<file path="src/amer_pkg.sv">
package amer_pkg;
   // register offsets on the internal register port
   localparam logic [7:0] MASK_ONE_ADDR = 8'h74;
   localparam logic [7:0] MASK_TWO_ADDR = 8'h75;
   localparam logic [7:0] VOLT_LOW_ADDR = 8'h76;
   localparam logic [7:0] TEMP_LOW_ADDR = 8'h77;
   // upper-bit reading registers served by this block
   localparam logic [7:0] PROC_HIGH_ADDR = 8'h21;
   localparam logic [7:0] MAIN_HIGH_ADDR = 8'h22;
   localparam logic [7:0] REM1_HIGH_ADDR = 8'h25;
   localparam logic [7:0] LOCAL_HIGH_ADDR = 8'h26;
   localparam logic [7:0] REM2_HIGH_ADDR = 8'h27;
   // reset values
   localparam logic [7:0] MASK_ONE_RST = 8'h00;
   localparam logic [7:0] MASK_TWO_RST = 8'h00;
   localparam logic [7:0] READ_ZERO = 8'h00;
   // mask register one fields
   localparam int PROC_MASK_BIT = 1;
   localparam int MAIN_MASK_BIT = 2;
   localparam int REM1_MASK_BIT = 4;
   localparam int LOCAL_MASK_BIT = 5;
   localparam int REM2_MASK_BIT = 6;
   localparam int OVERRIDE_BIT = 7;
   // writable bits of register one; its alert sources are these less the override bit 7
   localparam logic [7:0] MASK_ONE_WMASK = 8'hF6;
   // mask register two fields
   localparam int OVT_MASK_BIT = 1;
   localparam int FIRST_FAN_FAULT_MASK_MASK_BIT = 2;
   localparam int SECOND_FAN_FAULT_MASK_MASK_BIT = 3;
   localparam int THIRD_FAN_FAULT_MASK_MASK_BIT = 4;
   localparam int FAN4_MASK_BIT = 5;
   localparam int DIODE1_MASK_BIT = 6;
   localparam int DIODE2_MASK_BIT = 7;
   // software writes only bits 7:2 of register two
   localparam logic [7:0] MASK_TWO_WMASK = 8'hFC;
   // status two sources that the mask register two governs (bits 7:1)
   localparam logic [7:0] MASK_TWO_SRC = 8'hFE;
   // field positions of the low bits
   localparam int PROC_LOW_POS = 2;
   localparam int MAIN_LOW_POS = 4;
   localparam int REM1_LOW_POS = 2;
   localparam int LOCAL_LOW_POS = 4;
   localparam int REM2_LOW_POS = 6;
   // reading width and channel count
   localparam int READ_W = 10;
   localparam int CHAN_N = 5;
   localparam int CH_PROC = 0;
   localparam int CH_MAIN = 1;
   localparam int CH_REM1 = 2;
   localparam int CH_LOCAL = 3;
   localparam int CH_REM2 = 4;
endpackage

</file>
<file path="src/amer_alert_readout.sv">
// Summary of operation
// - mask one bits 1 and 2 suppress alert for processor and main supply limits
// - mask one bits 4, 5, 6 suppress remote one, local, remote two temperature
// - with all mask two bits set, override bit zero still lets status two alert
// - mask two bit 1 is read-only and masks the thermal pin overtemperature event
// - mask two bits 2, 3, 4 mask fan one, two, three faults
// - mask two bit 5 masks fan four, or thermal timer when tach four is thermal
// - mask two bits 6, 7 mask remote one and two diode faults
// - voltage low bits register holds processor bits 3:2, main supply bits 5:4
// - temperature low bits: remote one 3:2, local 5:4, remote two 7:6
// - reading a low-bits register freezes it and its upper registers until read
// - alert pin acts as alert only while the alert enable bit is one
// - thermal timer over its limit sets status two bit 5 only while tach four is thermal
`timescale 1ns/100ps
`default_nettype none
module amer_alert_readout
   import amer_pkg::*;
#(
   parameter int RW = 10
) (
   input wire logic core_clk_in,
   input wire logic srst_in,
   input wire logic ce_in,
   input wire logic [7:0] reg_addr_in,
   input wire logic reg_wr_in,
   input wire logic reg_rd_in,
   input wire logic [7:0] reg_wdata_in,
   output logic [7:0] reg_rdata_out,
   input wire logic [7:0] status_one_in,
   input wire logic [7:0] status_two_in,
   input wire logic overtemp_pin_mask_in,
   input wire logic fourth_tach_input_is_thermal_in,
   input wire logic thermal_timer_over_in,
   input wire logic alert_pin_enable_in,
   input wire logic [CHAN_N*RW-1:0] result_in,
   input wire logic [CHAN_N-1:0] result_valid_in,
   output logic alert_active_out,
   output logic alert_pin_out,
   output logic alert_pin_oe_n_out,
   output logic [CHAN_N-1:0] frozen_out
);
   logic [7:0] mask_one_q;
   logic [7:0] mask_one_d;
   logic [7:0] mask_two_q;
   logic [7:0] mask_two_d;
   logic [7:0] rdata_q;
   logic [7:0] rdata_d;
   logic [CHAN_N*RW-1:0] value_w;
   logic [CHAN_N-1:0] pending_w;
   logic [CHAN_N-1:0] freeze_set_w;
   logic [CHAN_N-1:0] upper_read_w;
   logic [7:0] status_two_eff_w;
   logic [7:0] st_one_unmasked_w;
   logic [7:0] st_two_unmasked_w;
   logic all_two_masked_w;
   logic override_w;
   logic alert_w;
   logic [7:0] volt_low_w;
   logic [7:0] temp_low_w;
   logic wr_one_w;
   logic wr_two_w;
   logic rd_volt_w;
   logic rd_temp_w;

   // address decode strobes
   assign wr_one_w = reg_wr_in && (reg_addr_in == MASK_ONE_ADDR);
   assign wr_two_w = reg_wr_in && (reg_addr_in == MASK_TWO_ADDR);
   assign rd_volt_w = reg_rd_in && (reg_addr_in == VOLT_LOW_ADDR);
   assign rd_temp_w = reg_rd_in && (reg_addr_in == TEMP_LOW_ADDR);

   // mask register next values; bit 1 of register two tracks its source
   assign mask_one_d = wr_one_w ? (reg_wdata_in & MASK_ONE_WMASK) : mask_one_q;
   assign mask_two_d = {wr_two_w ? reg_wdata_in[7:2] : mask_two_q[7:2],
                        overtemp_pin_mask_in, 1'b0};

   always_ff @(posedge core_clk_in) begin
      if (srst_in) begin
         mask_one_q <= MASK_ONE_RST;
         mask_two_q <= MASK_TWO_RST;
      end else if (ce_in) begin
         mask_one_q <= mask_one_d;
         mask_two_q <= mask_two_d;
      end
   end

   // bit 5 source follows the fourth tach pin role
   // timer overrun lands on status two bit 5
   assign status_two_eff_w = {status_two_in[7:6],
                              fourth_tach_input_is_thermal_in ? thermal_timer_over_in
                                                              : status_two_in[5],
                              status_two_in[4:0]};

   // per-source masking of register one sources
   assign st_one_unmasked_w = status_one_in & ~mask_one_q & MASK_ONE_WMASK
                              & ~(8'h01 << OVERRIDE_BIT);
   // per-source masking of register two sources
   assign st_two_unmasked_w = status_two_eff_w & ~mask_two_q & MASK_TWO_SRC;
   // override lets status two through when every mask two bit is set
   assign all_two_masked_w = ((mask_two_q & MASK_TWO_SRC) == MASK_TWO_SRC);
   assign override_w = !mask_one_q[OVERRIDE_BIT] && all_two_masked_w
                       && |(status_two_eff_w & MASK_TWO_SRC);
   // level alert from any unmasked event
   assign alert_w = |st_one_unmasked_w || |st_two_unmasked_w || override_w;
   assign alert_active_out = alert_w;
   // open-drain alert pin only when enabled; level always low
   assign alert_pin_out = 1'b0;
   assign alert_pin_oe_n_out = !(alert_w && alert_pin_enable_in);

   // freeze arming per group, upper reads per channel
   // group freeze on low-bits read
   assign freeze_set_w = {rd_temp_w, rd_temp_w, rd_temp_w, rd_volt_w, rd_volt_w};
   assign upper_read_w[CH_PROC] = reg_rd_in && (reg_addr_in == PROC_HIGH_ADDR);
   assign upper_read_w[CH_MAIN] = reg_rd_in && (reg_addr_in == MAIN_HIGH_ADDR);
   assign upper_read_w[CH_REM1] = reg_rd_in && (reg_addr_in == REM1_HIGH_ADDR);
   assign upper_read_w[CH_LOCAL] = reg_rd_in && (reg_addr_in == LOCAL_HIGH_ADDR);
   assign upper_read_w[CH_REM2] = reg_rd_in && (reg_addr_in == REM2_HIGH_ADDR);

   // one holder per measured channel
   // frozen channels drop new results
   genvar gi;
   generate
      for (gi = 0; gi < CHAN_N; gi++) begin : g_chan
         amer_reading_hold #(.WIDTH(RW)) u_hold (
            .core_clk_in(core_clk_in),
            .srst_in(srst_in),
            .ce_in(ce_in),
            .result_in(result_in[gi*RW +: RW]),
            .result_valid_in(result_valid_in[gi]),
            .freeze_set_in(freeze_set_w[gi]),
            .upper_read_in(upper_read_w[gi]),
            .value_out(value_w[gi*RW +: RW]),
            .pending_out(pending_w[gi])
         );
      end
   endgenerate
   assign frozen_out = pending_w;

   assign volt_low_w = {2'b00, value_w[CH_MAIN*RW +: 2], value_w[CH_PROC*RW +: 2], 2'b00};
   assign temp_low_w = {value_w[CH_REM2*RW +: 2], value_w[CH_LOCAL*RW +: 2],
                        value_w[CH_REM1*RW +: 2], 2'b00};

   // read mux; unmapped addresses read zero
   always_comb begin
      rdata_d = READ_ZERO;
      if (reg_addr_in == MASK_ONE_ADDR) begin
         rdata_d = mask_one_q;
      end else if (reg_addr_in == MASK_TWO_ADDR) begin
         rdata_d = mask_two_q;
      end else if (reg_addr_in == VOLT_LOW_ADDR) begin
         rdata_d = volt_low_w;
      end else if (reg_addr_in == TEMP_LOW_ADDR) begin
         rdata_d = temp_low_w;
      end else if (reg_addr_in == PROC_HIGH_ADDR) begin
         rdata_d = value_w[CH_PROC*RW + 2 +: 8];
      end else if (reg_addr_in == MAIN_HIGH_ADDR) begin
         rdata_d = value_w[CH_MAIN*RW + 2 +: 8];
      end else if (reg_addr_in == REM1_HIGH_ADDR) begin
         rdata_d = value_w[CH_REM1*RW + 2 +: 8];
      end else if (reg_addr_in == LOCAL_HIGH_ADDR) begin
         rdata_d = value_w[CH_LOCAL*RW + 2 +: 8];
      end else if (reg_addr_in == REM2_HIGH_ADDR) begin
         rdata_d = value_w[CH_REM2*RW + 2 +: 8];
      end
   end

   // read data captured on the read strobe and held until the next read
   always_ff @(posedge core_clk_in) begin
      if (srst_in) begin
         rdata_q <= READ_ZERO;
      end else if (ce_in && reg_rd_in) begin
         rdata_q <= rdata_d;
      end
   end
   assign reg_rdata_out = rdata_q;
endmodule
`default_nettype wire

</file>
<file path="src/amer_reading_hold.sv">
`timescale 1ns/100ps
`default_nettype none
module amer_reading_hold #(
   parameter int WIDTH = 10
) (
   input wire logic core_clk_in,
   input wire logic srst_in,
   input wire logic ce_in,
   input wire logic [WIDTH-1:0] result_in,
   input wire logic result_valid_in,
   input wire logic freeze_set_in,
   input wire logic upper_read_in,
   output logic [WIDTH-1:0] value_out,
   output logic pending_out
);
   logic [WIDTH-1:0] value_q;
   logic pending_q;
   logic take_w;

   // a result landing on the freezing edge is dropped too, so both halves match
   assign take_w = result_valid_in && !pending_q && !freeze_set_in;

   // reading value, discarded while the channel is frozen
   always_ff @(posedge core_clk_in) begin
      if (srst_in) begin
         value_q <= '0;
      end else if (ce_in && take_w) begin
         value_q <= result_in;
      end
   end

   // freeze flag: arming wins over the upper read in the same cycle
   always_ff @(posedge core_clk_in) begin
      if (srst_in) begin
         pending_q <= 1'b0;
      end else if (ce_in) begin
         if (freeze_set_in) begin
            pending_q <= 1'b1;
         end else if (upper_read_in) begin
            pending_q <= 1'b0;
         end
      end
   end

   assign value_out = value_q;
   assign pending_out = pending_q;
endmodule
`default_nettype wire

</file>
<file path="config.mk">
export PLATFORM = sky130hd
export DESIGN_NAME = amer_alert_readout
export DESIGN_NICKNAME = d
export VERILOG_FILES = /design/src/amer_pkg.sv /design/src/amer_alert_readout.sv /design/src/amer_reading_hold.sv
export SDC_FILE = /design/constraint.sdc
export NUM_CORES = 1
export LEC_CHECK = 0
export ABC_AREA = 1
export BUFFER_PORTS_ARGS = -buffer_cell sky130_fd_sc_hd__clkbuf_2
export CAP_MARGIN = 15
export CORE_ASPECT_RATIO = 1.2
export CORE_MARGIN = 2
export CORE_UTILIZATION = 35
export DETAILED_ROUTE_END_ITERATION = 6
export GPL_TIMING_DRIVEN = 0
export SLEW_MARGIN = 10
export SYNTH_ARGS = -nofsm -noshare
export SYNTH_HDL_FRONTEND = slang
export SYNTH_SLANG_ARGS = --single-unit
export TNS_END_PERCENT = 10
</file>
<file path="constraint.sdc">
create_clock -name core_clk_in -period 4.2 [get_ports core_clk_in]
set_clock_uncertainty 0.2 [all_clocks]
set_input_delay 0.84 -clock core_clk_in [delete_from_list [all_inputs] [get_ports core_clk_in]]
set_output_delay 0.84 -clock core_clk_in [all_outputs]
set_load 0.05 [all_outputs]
</file>
==> results.sh <==
export IMPL_reg2reg_from="g_chan[2].u_hold.pending_out$_SDFFE_PP0P_"
export IMPL_rr_worst_depth=4
export IMPL_cts_resized=0
export IMPL_rows=41
export IMPL_status="completed"
export IMPL_first_pass_iters=4
export IMPL_relSlewSlack=0.5133
export IMPL_multi_input_area_sq_um=1787
export IMPL_final_common_cell="nand2_1"
export IMPL_drt_vias_per_instance=4.758
export IMPL_finalCritPeriodShare=0.7008
export IMPL_hold_path_class="flip-flop to flip-flop"
export IMPL_net_switching_power_w=0.0004211
export IMPL_netlist_cell_type_count=34
export IMPL_portBuffers=104
export IMPL_start_util=0.3587
export IMPL_peakVddDrop_mv=0.1771
export IMPL_antenna_found_initial=0
export IMPL_die_width_um=98.54
export IMPL_syn_to_final_growth_pct=25.90
export IMPL_dieArea_sq_um=11570
export IMPL_fin_setup_tns_ns=0
export IMPL_power_density_nw_per_um2=357.7
export IMPL_root_buffer="clkbuf_16"
export IMPL_critPathLaunchType="primary input"
export IMPL_final_cell_mix="115 x nand2_1, 104 x clkbuf_2, 76 x dfxtp_1"
export IMPL_path_cells="clkbuf_2 > nand2_1 > o21ai_0 > o41ai_1 > nand3_1 > nand2_1 > clkbuf_2"
export IMPL_reg2reg_to="g_chan[2].u_hold.value_out[6]$_SDFFE_PP0P_"
export IMPL_synth_top_area_cell="dfxtp_1"
export IMPL_seqPwrFrac=0.451
export IMPL_swShare=0.2491
export IMPL_p_comb_frac=0.108
export IMPL_setup_viol=0
export IMPL_worst_pin_slew_ns=0.7300
export IMPL_grtUsageTotal=0.1942
export IMPL_num_vias=3645
export IMPL_core_area_sq_um=10470
export IMPL_critPathCaptureType="primary output"
export IMPL_worstSkewPairLatency_ns=0.34
export IMPL_place_hpwl_um=8769
export IMPL_slew_viol_final=0
export IMPL_clkPwrFrac=0.441
export IMPL_grt_max_degree=13
export IMPL_worstHoldPathCells=2
export IMPL_holdPathEnd="g_chan[3].u_hold.value_out[5]$_SDFFE_PP0P_"
export IMPL_clock_sinks=76
export IMPL_rsz0062_at_grt="no"
export IMPL_p_int_w=0.001269
export IMPL_fillCellCount=1118
export IMPL_synth_top_area_share=0.4053
export IMPL_clock_fmax_mhz=339.7
export IMPL_synth_fp_nets=613
export IMPL_fin_crit_ns=2.943
export IMPL_final_seq_area_sq_um=1521
export IMPL_final_cells=766
export IMPL_pin_count=112
export IMPL_slowest_delay_ns=0.31
export IMPL_ant_nets=0
export IMPL_dp_cells=750
export IMPL_n_antenna_cell=0
export IMPL_grt_first_pass_wirelength_um=17570
export IMPL_drive_gt1_frac=0.2779
export IMPL_crit_path_max_fanout=2
export IMPL_gp_congestion=0.8566
export IMPL_synth_yosys_seq_area_share=0.4053
export IMPL_wl_um=10960
export IMPL_cts_tree="done"
export IMPL_p_leak_nw=2.156
export IMPL_cts_inserted_buffers=9
export IMPL_cts_buffer_depth=2
export IMPL_fin_nets=728
export IMPL_postCtsHoldBufs=0
export IMPL_hold_viol=0
export IMPL_arrival_ns=1.90
export IMPL_synth_area_sq_um=3754
export IMPL_worstPathRequired_ns=3.16
export IMPL_cpMaxStageDelayCell="o41ai_1"
export IMPL_drtIter0Drc=162
export IMPL_avgSynthCellArea_sq_um=7.260
export IMPL_syn_inst=517
export IMPL_wl_per_cell_um=14.31
export IMPL_grt_pass1_vias=3584
export IMPL_worstHoldStart="g_chan[3].u_hold.value_out[5]$_SDFFE_PP0P_"
export IMPL_die_y_um=117.4
export IMPL_post_cts_buffers=0
export IMPL_synthTopCellsByArea="dfxtp_1 41%, nand2_1 12%, inv_1 6.4%"
export IMPL_clkTransAtPathRegs_ns=0.05
export IMPL_cts_htree_levels=3
export IMPL_synth_warnings=0
export IMPL_critPathKind="primary input to primary output"
export IMPL_remaining_drc_errors=0
export IMPL_maxCapViolations=0
export IMPL_gr_total_overflow=0
export IMPL_ys_seq_elements=76
export IMPL_reg2reg_slack_ns=2.74
[power by group through the flow]
stage                     Clock (W)  Combinational [W]  Sequential (W)
after floorplan                   0           0.000101        0.000781
after global placement            0           0.000181        0.000778
after detailed placement          0           0.000184        0.000778
after CTS                  0.000752           0.000184        0.000763
after global routing       0.000779           0.000204        0.000765
final                      0.000745           0.000183        0.000763
[metrics by stage]
stage	total power, W	cell area, sq um	hold WS (ns)	setup slack [ns]	utilization
2_1_floorplan	0.0008817	3754	0.2345	0.8859	-
3_5_place_dp	0.0009621	4436	0.2494	1.268	0.4238
5_1_grt	0.001748	4726	0.2780	1.170	0.4516
6_report	0.001690	4726	0.2651	1.257	0.4516
4_1_cts	0.001699	4726	0.2623	1.264	0.4516
3_3_place_gp	0.0009594	4436	0.2468	1.263	0.4238
[worst max-delay path: cells and delay by family]
family / cells / cell delay (ns)
simple gates: 3 / 0.29
buf+inv: 2 / 0.36
compound gates: 2 / 0.41
[registers in the layout (all words and copies together) (netlist names)]
register and count:
g_chan.u_hold.pending_out 5, g_chan.u_hold.value_out 50, mask_one_q 6, mask_two_q 7, reg_rdata_out 8
[cells by family after synthesis]
logic type,after synthesis,share of synthesized area
buffers and inverters,93,0.1187
other,1,0.0009990
AOI/OAI and AO/OA,111,0.1860
and+or+nand+nor,236,0.2890
DFF,76,0.4053
[layout make-up]
type                            instances  area share
Multi-Input combinational cell        348      0.3781
Sequential cell                        76      0.3219
Timing Repair Buffer                  104      0.1101
Inverter                               71     0.05851
Clock buffer                           13     0.05719
Buffer                                 22     0.03574
Tap cell                              129     0.03415
Clock inverter                          3    0.004236
[synth_stat cells]
cell type    n
conb_1       1
nor2_4       4
o21ai_1      2
nand4_1      7
nand2_2     16
dfxtp_1     76
nor3b_1      5
nor3_1       3
buf_8        3
buf_6        4
a211oi_2     5
nand4_4      1
buf_4        6
o41ai_1      1
clkinv_4     2
o21a_1       2
nand2_1    115
nor2_1      50
clkinv_1     1
nor2_2       1
o22ai_1      4
nand3_2      1
a21oi_1     46
a211oi_1    24
a21oi_2      7
clkbuf_1     9
or2_0        1
o31ai_1      2
inv_1       64
or2_2        1
inv_2        4
nand2_4      3
nand3_1     28
o21ai_0     18
[how the worst max path moves through the flow]
stage                                    startpoint                 end  slack [ns]  cells past startpoint
floorplan           fourth_tach_input_is_thermal_in  alert_pin_oe_n_out        0.89                      5
CTS                 fourth_tach_input_is_thermal_in  alert_pin_oe_n_out        1.26                      7
global route        fourth_tach_input_is_thermal_in  alert_pin_oe_n_out        1.17                      7
global placement    fourth_tach_input_is_thermal_in  alert_pin_oe_n_out        1.26                      7
finish              fourth_tach_input_is_thermal_in  alert_pin_oe_n_out        1.26                      7
detailed placement  fourth_tach_input_is_thermal_in  alert_pin_oe_n_out        1.27                      7
[layer usage]
layer	wire (um)	GRT usage	vias to the layer above
li1	-	-	1915
met1	4825	0.2331	1613
met2	5375	0.3435	99
met3	526	0.03456	18
met4	233	0.07021	0
met5	0	0	-
Power figures use the tool's default switching activity.
